**src/timer16_pkg.sv**
```systemverilog
// Purpose: Shared constants and carriers for the 16-bit timer with input capture.
// Assumes: One system clock; CPU byte accesses arrive as single-cycle strobes.
// Notes:   Every offset, reset value and count used by more than one file lives here.
package timer16_pkg;

  localparam int          COUNT_W      = 16;
  localparam int          BYTE_W       = 8;
  localparam int          FILTER_LEN   = 4;
  localparam int          SYNC_STAGES  = 2;

  localparam logic [15:0] COUNT_MAX    = 16'hffff;
  localparam logic [15:0] COUNT_BOTTOM = 16'h0000;
  localparam logic [15:0] TOP_8BIT     = 16'h00ff;
  localparam logic [15:0] TOP_9BIT     = 16'h01ff;
  localparam logic [15:0] TOP_10BIT    = 16'h03ff;

  localparam logic [15:0] COUNT_RST    = 16'h0000;
  localparam logic [15:0] CAPTURE_RST  = 16'h0000;
  localparam logic [7:0]  LATCH_RST    = 8'h00;
  localparam logic [7:0]  RDATA_RST    = 8'h00;
  localparam logic [2:0]  CLK_STOPPED  = 3'h0;

  // Byte locations seen by the CPU.
  typedef enum logic [1:0] {
    LOC_COUNT_LOWER   = 2'b00,
    LOC_COUNT_UPPER   = 2'b01,
    LOC_CAPTURE_LOWER = 2'b10,
    LOC_CAPTURE_UPPER = 2'b11
  } loc_e;

  typedef struct packed {
    logic       rd;
    logic       wr;
    loc_e       loc;
    logic [7:0] wdata;
  } cpu_req_s;

  typedef struct packed {
    logic [15:0] top;
    logic        dual_slope;
    logic        capture_is_top;
    logic        ovf_at_top;
    logic        ovf_at_bottom;
  } mode_info_s;

endpackage

```
**src/timer16_mode_decode.sv**
```systemverilog
// Purpose: Turns the waveform mode field into top value and counting style.
// Assumes: Compare and capture top values are stable register outputs.
// Notes:   Mode 13 has no defined sequence and behaves as normal counting.
`timescale 1ns/1ps
module timer16_mode_decode
  import timer16_pkg::*;
(
  input  wire logic [3:0]  waveform_mode_field, // Selected waveform mode
  input  wire logic [15:0] compare_top,         // Top from the compare unit
  input  wire logic [15:0] capture_top,         // Top from the capture register
  output timer16_pkg::mode_info_s info          // Decoded counting style
);
  import timer16_pkg::*;

  always_comb begin
    info = '{top: COUNT_MAX, dual_slope: 1'b0, capture_is_top: 1'b0,
             ovf_at_top: 1'b0, ovf_at_bottom: 1'b0};
    unique case (waveform_mode_field)
      4'h1, 4'h5: info.top = TOP_8BIT;
      4'h2, 4'h6: info.top = TOP_9BIT;
      4'h3, 4'h7: info.top = TOP_10BIT;
      4'h4, 4'h9, 4'hb, 4'hf: info.top = compare_top;
      4'h8, 4'ha, 4'hc, 4'he: info.top = capture_top;
      4'h0, 4'hd: info.top = COUNT_MAX;
    endcase
    info.capture_is_top = (waveform_mode_field == 4'h8) || (waveform_mode_field == 4'ha) ||
                          (waveform_mode_field == 4'hc) || (waveform_mode_field == 4'he);
    info.dual_slope     = (waveform_mode_field inside {4'h1, 4'h2, 4'h3, 4'h8, 4'h9, 4'ha,
                                                       4'hb});
    info.ovf_at_bottom  = info.dual_slope;
    info.ovf_at_top     = (waveform_mode_field inside {4'h5, 4'h6, 4'h7, 4'he, 4'hf});
  end

endmodule

```
**src/capture_conditioner.sv**
```systemverilog
// Purpose: Synchronises the capture sources, filters them and detects the chosen edge.
// Assumes: Pin and comparator levels are asynchronous to ref_clk.
// Notes:   The filter adds four cycles of delay when enabled.
`timescale 1ns/1ps
module capture_conditioner
  import timer16_pkg::*;
(
  input  wire logic ref_clk,                   // System clock
  input  wire logic rstn,                      // Asynchronous reset, active low
  input  wire logic capture_pin,               // Capture pin level
  input  wire logic comparator_output,         // Comparator output level
  input  wire logic comparator_capture_select, // Take comparator instead of pin
  input  wire logic noise_filter_enable,       // Enable the four-sample filter
  input  wire logic capture_edge_rising,       // 1 rising, 0 falling
  input  wire logic detect_enable,             // Low while capture defines top
  output logic      capture_event              // One-cycle capture trigger
);
  import timer16_pkg::*;

  logic [SYNC_STAGES-1:0] pin_sync_reg, pin_sync_next;
  logic [SYNC_STAGES-1:0] cmp_sync_reg, cmp_sync_next;
  logic [FILTER_LEN-1:0]  hist_reg, hist_next;
  logic                   level_reg, level_next;
  logic                   prev_reg, prev_next;
  logic                   source;

  ////////////////////////////////////////////////////////////////////////////
  // two-stage synchronisers
  always_comb begin
    pin_sync_next = {pin_sync_reg[0], capture_pin};
    cmp_sync_next = {cmp_sync_reg[0], comparator_output};
    source        = comparator_capture_select ? cmp_sync_reg[1] : pin_sync_reg[1];
    hist_next     = {hist_reg[FILTER_LEN-2:0], source};
    level_next    = level_reg;
    prev_next     = level_reg;
    if (!noise_filter_enable) begin
      level_next = source;
    end else if (&hist_reg) begin
      level_next = 1'b1;
    end else if (~|hist_reg) begin
      level_next = 1'b0;
    end
  end

  always_ff @(posedge ref_clk or negedge rstn) begin
    if (!rstn) begin
      pin_sync_reg <= '0;
      cmp_sync_reg <= '0;
      hist_reg     <= '0;
      level_reg    <= 1'b0;
      prev_reg     <= 1'b0;
    end else begin
      pin_sync_reg <= pin_sync_next;
      cmp_sync_reg <= cmp_sync_next;
      hist_reg     <= hist_next;
      level_reg    <= level_next;
      prev_reg     <= prev_next;
    end
  end

  assign capture_event = detect_enable && (level_reg != prev_reg) &&
                         (level_reg == capture_edge_rising);
endmodule

```
**src/timer16_capture.sv**
```systemverilog
// Purpose: 16-bit up/down timer counter with input capture and byte access.
// Assumes: timer_tick is a one-cycle pulse from the prescaler on ref_clk.
// Notes:   The CPU sees four byte locations sharing one high-byte latch.
`timescale 1ns/1ps

// Notes on behaviour
// - Sixteen-bit counter, steps by one, up/down.
// - Clear forces every counter bit to zero.
// - Bottom at zero, top chosen by mode.
// - Count seen as upper and lower bytes.
// - Upper count location reaches only latch.
// - Lower read latches upper; lower write loads.
// - Clock select zero stops counting; access stays.
// - CPU count write beats clear or count.
// - Waveform mode field chooses counting sequence.
// - Overflow flag point depends on mode.
// - Selected edge copies count into capture.
// - Capture flag set with capture copy.
// - Flag requests interrupt; ack or one clears.
// - Capture read low first, high from latch.
// - Capture writable only when it is top.
// - Comparator select switches source; clear flag after.
// - Filter output changes after four equal samples.
// - Filter adds four clocks of delay.
// - Filter samples system clock, not tick.
// - Detection off when capture defines top.
// - New capture overwrites unread capture value.
// - Port-driven pin triggers capture like external.
module timer16_capture
  import timer16_pkg::*;
(
  input  wire logic              ref_clk,                   // System clock, 40 MHz
  input  wire logic              rstn,                      // Async reset, active low
  input  wire timer16_pkg::cpu_req_s cpu_req,               // CPU byte access strobe
  output logic [7:0]             cpu_rdata,                 // Read data, next cycle
  input  wire logic              timer_tick,                // Prescaled tick pulse
  input  wire logic [2:0]        clock_select_field,        // Zero stops the timer
  input  wire logic [3:0]        waveform_mode_field,       // Counting sequence
  input  wire logic [15:0]       compare_top,               // Top from compare unit
  input  wire logic              capture_pin,               // Capture pin level
  input  wire logic              comparator_output,         // Comparator level
  input  wire logic              comparator_capture_select, // Comparator as source
  input  wire logic              noise_filter_enable,       // Filter enable
  input  wire logic              capture_edge_rising,       // 1 rising, 0 falling
  input  wire logic              capture_irq_enable,        // Capture irq enable
  input  wire logic              overflow_irq_enable,       // Overflow irq enable
  input  wire logic              capture_flag_clear,        // Write-one clear pulse
  input  wire logic              overflow_flag_clear,       // Write-one clear pulse
  input  wire logic              capture_irq_ack,           // Capture irq serviced
  input  wire logic              overflow_irq_ack,          // Overflow irq serviced
  output logic [15:0]            timer_count,               // Counter value
  output logic                   count_down,                // Direction, 1 down
  output logic                   top_reached,               // Count equals top
  output logic                   bottom_reached,            // Count equals zero
  output logic [15:0]            capture_value,             // Capture register
  output logic                   capture_flag,              // Capture flag
  output logic                   overflow_flag,             // Overflow flag
  output logic                   capture_irq,               // Capture request
  output logic                   overflow_irq               // Overflow request
);
  import timer16_pkg::*;

  logic [15:0] count_reg, count_next;
  logic        down_reg, down_next;
  logic [15:0] capture_reg, capture_next;
  logic [7:0]  latch_reg, latch_next;
  logic [7:0]  rdata_reg, rdata_next;
  logic        cap_flag_reg, cap_flag_next;
  logic        ovf_flag_reg, ovf_flag_next;
  mode_info_s  info;
  logic        capture_event;
  logic        step;
  logic        ovf_event;

  function automatic logic hit(input cpu_req_s r, input loc_e l, input logic w);
    hit = (w ? r.wr : r.rd) && (r.loc == l);
  endfunction

  ////////////////////////////////////////////////////////////////////////////
  timer16_mode_decode u_mode (
    .waveform_mode_field (waveform_mode_field),
    .compare_top         (compare_top),
    .capture_top         (capture_reg),
    .info                (info)
  );

  capture_conditioner u_cond (
    .ref_clk                   (ref_clk),
    .rstn                      (rstn),
    .capture_pin               (capture_pin),
    .comparator_output         (comparator_output),
    .comparator_capture_select (comparator_capture_select),
    .noise_filter_enable       (noise_filter_enable),
    .capture_edge_rising       (capture_edge_rising),
    .detect_enable             (!info.capture_is_top),
    .capture_event             (capture_event)
  );

  ////////////////////////////////////////////////////////////////////////////
  // Counter unit.
  always_comb begin
    count_next = count_reg;
    down_next  = down_reg;
    ovf_event  = 1'b0;
    step       = timer_tick && (clock_select_field != CLK_STOPPED);
    if (step && info.dual_slope) begin
      if (!down_reg && (count_reg == info.top)) begin
        down_next  = 1'b1;
        count_next = count_reg - 16'h0001;
      end else if (down_reg && (count_reg == COUNT_BOTTOM)) begin
        down_next  = 1'b0;
        count_next = count_reg + 16'h0001;
        ovf_event  = info.ovf_at_bottom;
      end else begin
        count_next = down_reg ? count_reg - 16'h0001 : count_reg + 16'h0001;
      end
    end else if (step) begin
      down_next = 1'b0;
      ovf_event = info.ovf_at_top ? (count_reg == info.top) : (count_reg == COUNT_MAX);
      if (count_reg == info.top) begin
        count_next = COUNT_BOTTOM;
      end else begin
        count_next = count_reg + 16'h0001;
      end
    end
    if (hit(cpu_req, LOC_COUNT_LOWER, 1'b1)) begin
      count_next = {latch_reg, cpu_req.wdata};
    end
  end

  always_ff @(posedge ref_clk or negedge rstn) begin
    if (!rstn) begin
      count_reg <= COUNT_RST;
      down_reg  <= 1'b0;
    end else begin
      count_reg <= count_next;
      down_reg  <= down_next;
    end
  end

  ////////////////////////////////////////////////////////////////////////////
  // Capture register, shared latch and read data.
  always_comb begin
    capture_next = capture_reg;
    latch_next   = latch_reg;
    rdata_next   = rdata_reg;
    if (capture_event) begin
      capture_next = count_reg;
    end else if (hit(cpu_req, LOC_CAPTURE_LOWER, 1'b1) && info.capture_is_top) begin
      capture_next = {latch_reg, cpu_req.wdata};
    end
    if (hit(cpu_req, LOC_COUNT_UPPER, 1'b1) || hit(cpu_req, LOC_CAPTURE_UPPER, 1'b1)) begin
      latch_next = cpu_req.wdata;
    end
    if (cpu_req.rd) begin
      unique case (cpu_req.loc)
        LOC_COUNT_LOWER: begin
          rdata_next = count_reg[7:0];
          latch_next = count_reg[15:8];
        end
        LOC_CAPTURE_LOWER: begin
          rdata_next = capture_reg[7:0];
          latch_next = capture_reg[15:8];
        end
        LOC_COUNT_UPPER, LOC_CAPTURE_UPPER: begin
          rdata_next = latch_reg;
        end
      endcase
    end
  end

  always_ff @(posedge ref_clk or negedge rstn) begin
    if (!rstn) begin
      capture_reg <= CAPTURE_RST;
      latch_reg   <= LATCH_RST;
      rdata_reg   <= RDATA_RST;
    end else begin
      capture_reg <= capture_next;
      latch_reg   <= latch_next;
      rdata_reg   <= rdata_next;
    end
  end

  ////////////////////////////////////////////////////////////////////////////
  // Flags; a setting event wins over a clear in the same cycle.
  always_comb begin
    cap_flag_next = cap_flag_reg;
    ovf_flag_next = ovf_flag_reg;
    if (capture_flag_clear || capture_irq_ack) begin
      cap_flag_next = 1'b0;
    end
    if (capture_event) begin
      cap_flag_next = 1'b1;
    end
    if (overflow_flag_clear || overflow_irq_ack) begin
      ovf_flag_next = 1'b0;
    end
    if (ovf_event) begin
      ovf_flag_next = 1'b1;
    end
  end

  always_ff @(posedge ref_clk or negedge rstn) begin
    if (!rstn) begin
      cap_flag_reg <= 1'b0;
      ovf_flag_reg <= 1'b0;
    end else begin
      cap_flag_reg <= cap_flag_next;
      ovf_flag_reg <= ovf_flag_next;
    end
  end

  ////////////////////////////////////////////////////////////////////////////
  assign timer_count    = count_reg;
  assign count_down     = down_reg;
  assign capture_value  = capture_reg;
  assign cpu_rdata      = rdata_reg;
  assign capture_flag   = cap_flag_reg;
  assign overflow_flag  = ovf_flag_reg;
  assign top_reached    = (count_reg == info.top);
  assign bottom_reached = (count_reg == COUNT_BOTTOM);
  assign capture_irq    = cap_flag_reg && capture_irq_enable;
  assign overflow_irq   = ovf_flag_reg && overflow_irq_enable;
endmodule

```
**config.mk**
```make
export PLATFORM = sky130hd
export DESIGN_NAME = timer16_capture
export DESIGN_NICKNAME = d
export VERILOG_FILES = /design/src/timer16_pkg.sv /design/src/timer16_mode_decode.sv /design/src/capture_conditioner.sv /design/src/timer16_capture.sv
export SDC_FILE = /design/constraint.sdc
export NUM_CORES = 1
export LEC_CHECK = 0
export BUFFER_PORTS_ARGS = -buffer_cell sky130_fd_sc_hd__clkbuf_2
export CORE_UTILIZATION = 53
export CTS_CLUSTER_DIAMETER = 60
export DETAILED_ROUTE_END_ITERATION = 12
export PLACE_DENSITY = 0.77
export SLEW_MARGIN = 0
export SYNTH_ARGS = -nofsm -noshare
export SYNTH_HDL_FRONTEND = slang
export SYNTH_SLANG_ARGS = --single-unit
```
**constraint.sdc**
```tcl
create_clock -name ref_clk -period 3.5 [get_ports ref_clk]
set_clock_uncertainty 0.15 [all_clocks]
set_input_delay 0.35 -clock ref_clk [delete_from_list [all_inputs] [get_ports ref_clk]]
set_output_delay 0.35 -clock ref_clk [all_outputs]
set_load 0.005 [all_outputs]
```
==> impl_metrics.yaml, run 1 <==
clocking:
  clk_pin_slew_ns: 0.09
  clock_latency_ns: 0.35
  clock_sinks: 61
  cts_resized: 0
  numCtsBuffers: 9
  cts_tree: "done"
  clock_path_buffers: 2
  cts_root_buffer: "clkbuf_8"
  htree_num_levels: 3
detailed_routing:
  wirelength_um: 16130
  vias_per_cell: 6.327
  drcViolationCount: 0
  num_vias: 5150
  drtIter0Drc: 550
  dr.pass1.iters: 5
  wl_per_cell_um: 19.81
  postRouteAntennaNets: 0
timing:
  timing.fmax_mhz: 285.4
  tns_ns: -0.003269
  worst_pin_slew_ns: 0.8222
  period_share_pct: 100.1
  hold_viol_final: 0
  setup_viol: 1
  drv_slew: 0
  period_needed_ns: 3.503
  setup_ws_ns: -0.003269
  rsz0062_at_grt: "false"
  slew_headroom_pct: 45.18
synth:
  syn_area_mm2: 0.004634
  ys_ff_latch: 61
  seq_area_frac_synth_pct: 32.94
  synth-edff-count: 0
  async_reset_ff_share_pct: 100.0
  synthCells: 582
  yosysWarnings: 0
  synthFlopType: "dfrtp_1"
  synth.distinct_cells: 70
  synth_fp_nets: 634
  syn_area_per_cell_um2: 7.963
placed_design:
  dp_hpwl_um: 12210
  gp_congestion: 1.003
  io_buffers: 95
  place_area_mm2: 0.005515
finish:
  post-route-cell-area_mm2: 0.005739
  nNetsFinal: 756
  drive_above_1_share_pct: 29.62
  final_common_cell: "clkbuf_2"
  diodes: 0
  layout_common_cells: "clkbuf_2 (95), nand2_1 (86), dfrtp_1 (61)"
  syn_to_final_growth_pct: 23.84
critical_path:
  rr_endpoint: "timer_count[10]$_DFFE_PN0P_"
  reg2reg_slack_ns: -0.003
  crit_type: "flop to flop"
  cp_slowest_cell: "nor4_1"
  cp_max_fo: 10
  cp.required_ns: 3.57
  cp-start-kind: "flop"
  r2r-start: "timer_count[4]$_DFFE_PN0P_"
  crit_top_cell: "buf_4"
  worst-path-buf-inv: 3
  critPathTopFamily: "simple AND/OR/NAND/NOR gates"
  cp.arrival_ns: 3.57
  critPathCaptureType: "flop"
  max_stage_delay_ns: 0.51
  rr_worst_depth: 12
  crit_chain: "buf_4 -> nor4_1 -> buf_4 -> nand2b_1 -> nor4_1 -> nand2b_1 -> o41a_1 -> nand2b_4 -> buf_4 -> o21ai_2 -> a221oi_1 -> a211oi_1"
power:
  vdd_drop_max_v: 0.0003608
  total_power_mw: 3.023
  power_density_mw_per_mm2: 526.7
  p_leak_nw: 2.702
worst_hold_path:
  hp-class: "primary input to asynchronous set/reset pin"
run:
  cap_violations: 0
global_routing:
  first_global_vias: 4798
  grt_pass1_wl_um: 24740
  gr-total-overflow: 0
  antenna_found_initial: 0
  grtUsageTotal_pct: 36.51
  grt_max_degree: 62
floorplan:
  die_h_um: 95.51
  io-pin-count: 96
  coreArea_mm2: 0.008341
  initial_core_util_pct: 55.57
  std_cell_rows: 33
  die_area_mm2: 0.009122
  die_w_um: 95.51
status:
  failed_checks: "setup timing"
  status: "finished with violations"
==> layout make-up <==
type / instances / area (µm²)
clock buffer: 9 / 123.9
fill: 700 / 2601
timing repair buffer: 159 / 985.9
sequential: 61 / 1526
clock inverter: 7 / 80.08
inverter: 21 / 78.83
tap: 105 / 131.4
multi-input combinational: 452 / 2813
==> Yosys cell counts (3+ instances only) <==
cell type	count	area [µm²]
or3_1	10	62.56
buf_4	4	30.03
or2_2	3	18.77
a211oi_1	3	22.52
nor4_1	3	18.77
ha_1	3	37.54
o31ai_1	8	60.06
mux2i_1	22	220.2
and3_1	10	62.56
inv_1	19	71.32
and2_1	3	18.77
nand3_1	10	50.05
mux2_2	19	214.0
o21ai_0	42	210.2
a22oi_1	23	172.7
o21ai_2	3	26.28
o221ai_1	3	26.28
nor2b_1	7	43.79
o21bai_1	3	22.52
o211ai_1	8	60.06
a31oi_1	15	93.84
xnor2_1	9	78.83
a21oi_1	20	100.1
o31a_1	3	26.28
o21ai_1	4	20.02
buf_2	5	25.02
nor2_1	49	183.9
nand2b_1	7	43.79
a21o_1	3	22.52
or4_1	3	22.52
o22ai_1	5	31.28
dfrtp_1	61	1526
buf_1	4	15.01
o21a_1	3	22.52
clkbuf_1	33	123.9
o2bb2ai_1	5	43.79
nand2_1	86	322.8
nor3_1	20	100.1
==> kinds of logic (layout without fill, tap and decap cells) <==
logic type,count (synthesis),in the layout,synth area share (%)
AO/OA/AOI/OAI,169,169,24.38
XOR/XNOR,10,10,1.890
adder cells (fa/ha/maj),3,3,0.8100
buffers and inverters,69,196,6.371
flip-flops,61,61,32.94
multiplexers,41,41,9.368
AND/OR/NAND/NOR,229,229,24.24
==> where the power goes <==
part	internal (mW)	switching (mW)	leakage, nW	total, mW
sequential	0.871	0.252	0.749	1.12
clock	0.340	0.322	0.103	0.662
combinational	0.558	0.680	1.85	1.24
total	1.77	1.25	2.70	3.02
==> what timing repair did <==
action / 4_1_cts / 5_1_grt
setup endpoints to repair: 0 / 0
hold endpoints to repair: 2 / 0
hold buffers: 2 / 0
setup buffers: 0 / 0
==> routing by layer <==
metal  routed length [µm]  GRT usage, %  vias up
li1                     -             -     2347
met1                 6482         49.03     2448
met2                 7460         58.15      319
met3                 1847         8.373       36
met4                  333         11.57        0
met5                    0             0        -
==> worst register-to-register path, delay by kind of cell (launching register included) <==
family                 cells  cell delay (ns)
AO/OA/AOI/OAI              4             0.70
flip-flops                 1             0.48
buffers and inverters      3             0.58
AND/OR/NAND/NOR            5             1.47
==> worst max-delay path by stage <==
stage | from | to | slack, ns | cells past startpoint
final | timer_count[4]$_DFFE_PN0P_ | timer_count[10]$_DFFE_PN0P_ | -0.003 | 12
after global routing | timer_count[4]$_DFFE_PN0P_ | timer_count[10]$_DFFE_PN0P_ | 0.0002 | 12
after CTS | timer_count[4]$_DFFE_PN0P_ | timer_count[10]$_DFFE_PN0P_ | 0.20 | 12
after detailed placement | waveform_mode_field[1] | timer_count[7]$_DFFE_PN0P_ | -0.11 | 12
after global placement | waveform_mode_field[1] | timer_count[7]$_DFFE_PN0P_ | -0.08 | 12
after floorplan | waveform_mode_field[1] | timer_count[13]$_DFFE_PN0P_ | 0.06 | 11
==> per-stage QoR <==
stage | setup slack (ns) | hold slack, ns | instances | utilization, %
4_1_cts | 0.2017 | 0.04109 | 814 | 68.81
3_3_place_gp | -0.07619 | 0.1847 | 796 | 66.13
6_report | -0.003269 | 0.01415 | 814 | 68.81
5_1_grt | 0.0001887 | 0.04067 | 814 | 68.81
2_1_floorplan | 0.06402 | -0.09559 | 582 | -
3_5_place_dp | -0.1107 | 0.1847 | 796 | 66.13
(Power assumes the default switching activity.)
==> run 2, diff against run 1 <==
Clock period 3.5 ns to 3.4 ns, I/O delays scaled along.
==> run 2 against run 1 <==
Effect of this change:
- the flow now finishes without violations
- clock power fell by 13%
- global-route usage rose by 1.4 points
- sequential power barely moved
- non-clock buffer count rose by 3
- via count rose by 1.3%
- routed wire length rose by 3.0%
- count of clock-buffer cells in the layout rose by 1
- critical path depth fell by 3
- combinational power rose by 5%
- final cell count rose by 0.49%
- die area did not move
- setup slack improved by 0.17 ns
- critical endpoint is now timer_count[13]$_DFFE_PN0P_
- largest cell class unchanged
- highest routed layer is now met5
==> impl_metrics.yaml, run 2 (same netlist as run 1, synthesis figures left out) <==
floorplan:
  initial_core_util_pct: 55.57
  die_area_mm2: 0.009122
  die_h_um: 95.51
  coreArea_mm2: 0.008341
  std_cell_rows: 33
  io-pin-count: 96
  die_w_um: 95.51
global_routing:
  grt_max_degree: 37
  gr-total-overflow: 0
  grt_pass1_wl_um: 25390
  grtUsageTotal_pct: 37.88
  first_global_vias: 4793
  antenna_found_initial: 3
detailed_routing:
  drcViolationCount: 0
  drtIter0Drc: 513
  num_vias: 5216
  wirelength_um: 16610
  wl_per_cell_um: 20.31
  postRouteAntennaNets: 0
  vias_per_cell: 6.377
  dr.pass1.iters: 6
finish:
  multi_input_area_mm2: 0.002848
  drive_above_1_share_pct: 30.62
  syn_to_final_growth_pct: 23.92
  seqCellArea_mm2: 0.001530
  layout_common_cells: "clkbuf_2 (95), nand2_1 (86), buf_4 (64)"
  nNetsFinal: 759
  nFillCells: 713
  fin_util_pct: 68.86
  final_common_cell: "clkbuf_2"
timing:
  timing.fmax_mhz: 309.3
  setup_viol: 0
  setup_ws_ns: 0.1666
  hold_viol_final: 0
  slew_headroom_pct: 53.10
  period_share_pct: 95.10
  drv_slew: 0
  period_needed_ns: 3.233
  worst_pin_slew_ns: 0.7035
critical_path:
  rr_worst_depth: 9
  cp-start-kind: "flop"
  critPathCaptureType: "flop"
  crit_chain: "a222oi_1 -> a31oi_1 -> a221o_1 -> or4_1 -> o41a_1 -> nand2b_4 -> nor3_2 -> o32ai_1 -> a221o_1"
  cp_slowest_cell: "or4_1"
  cp_max_fo: 5
  cp.arrival_ns: 3.33
  max_stage_delay_ns: 0.54
  crit_cells: 9
  critPathTopFamily: "compound AO/OA/AOI/OAI gates"
  crit_type: "flop to flop"
  worst-path-buf-inv: 0
  cp.required_ns: 3.49
  crit_top_cell: "a221o_1"
placed_design:
  dp_hpwl_um: 12570
  io_buffers: 95
  gp_congestion: 0.9931
  dp_slack_ns: -0.2558
clocking:
  htree_num_levels: 3
  clock_latency_ns: 0.35
  clock_path_buffers: 2
  cts_tree: "done"
  clk_pin_slew_ns: 0.08
  clock_sinks: 61
  numCtsBuffers: 9
  cts_root_buffer: "clkbuf_8"
power:
  p_leak_nw: 2.699
  power_density_mw_per_mm2: 526.8
  vdd_drop_max_v: 0.0003482
status:
  status: "finished clean"
run:
  cap_violations: 0
worst_hold_path:
  hold_path_depth: 2
  hp-class: "primary input to flop"
run 2: cell type report:
class                           instances  share of cell area, %
Antenna cell                            1                0.04357
Clock buffer                           10                  2.222
Clock inverter                          6                 0.6754
Inverter                               21                  1.373
Multi-Input combinational cell        452                  49.59
Sequential cell                        61                  26.64
Tap cell                              105                  2.288
Timing Repair Buffer                  162                  17.17
run 2: path summary, 6_finish.rpt:
path | startpoint | endpoint | slack (ns)
max reg2reg | timer_count[4]$_DFFE_PN0P_ | timer_count[13]$_DFFE_PN0P_ | 0.17
min reg2reg | u_cond.pin_sync_reg[0]$_DFF_PN0_ | u_cond.pin_sync_reg[1]$_DFF_PN0_ | 0.20
max | timer_count[4]$_DFFE_PN0P_ | timer_count[13]$_DFFE_PN0P_ | 0.17
min | noise_filter_enable | u_cond.level_reg$_DFFE_PN0P_ | 0.04
min in group asynchronous | rstn | capture_flag$_DFFE_PN0P_ | 0.46
max in group asynchronous | rstn | timer_count[4]$_DFFE_PN0P_ | 1.68
run 2: power by group:
group / switching (mW) / internal [mW]
sequential: 0.250 / 0.898
combinational: 0.712 / 0.588
clock: 0.314 / 0.263
run 2: what timing repair did:
action / in CTS / in global routing
setup endpoints to repair: 0 / 9
hold endpoints to repair: 27 / 0
gates resized for setup: 0 / 8
setup buffers: 0 / 1
hold buffers: 3 / 0
run 2: through the flow:
stage / TNS, ns / instance area [µm²] / power (mW) / hold slack, ns / cells
final: 0 / 5743 / 3.026 / 0.03791 / 818
after CTS: 0 / 5702 / 2.979 / 0.03208 / 816
after floorplan: 0 / 4642 / 1.773 / -0.1056 / 582
after global routing: -0.06764 / 5741 / 3.206 / 0.04983 / 817
after global placement: -1.868 / 5505 / 2.367 / 0.1849 / 797
after detailed placement: -2.624 / 5505 / 2.403 / 0.1862 / 797
run 2: metal layers:
| layer | GRT usage [%] | part of all wire (%) | wire length [µm] |
|---|---|---|---|
| met5 | 0 | 0.13 | 22 |
| met4 | 11.19 | 2.5 | 411 |
| met2 | 58.57 | 45 | 7480 |
| met3 | 11.16 | 12 | 1962 |
| met1 | 51.12 | 41 | 6735 |
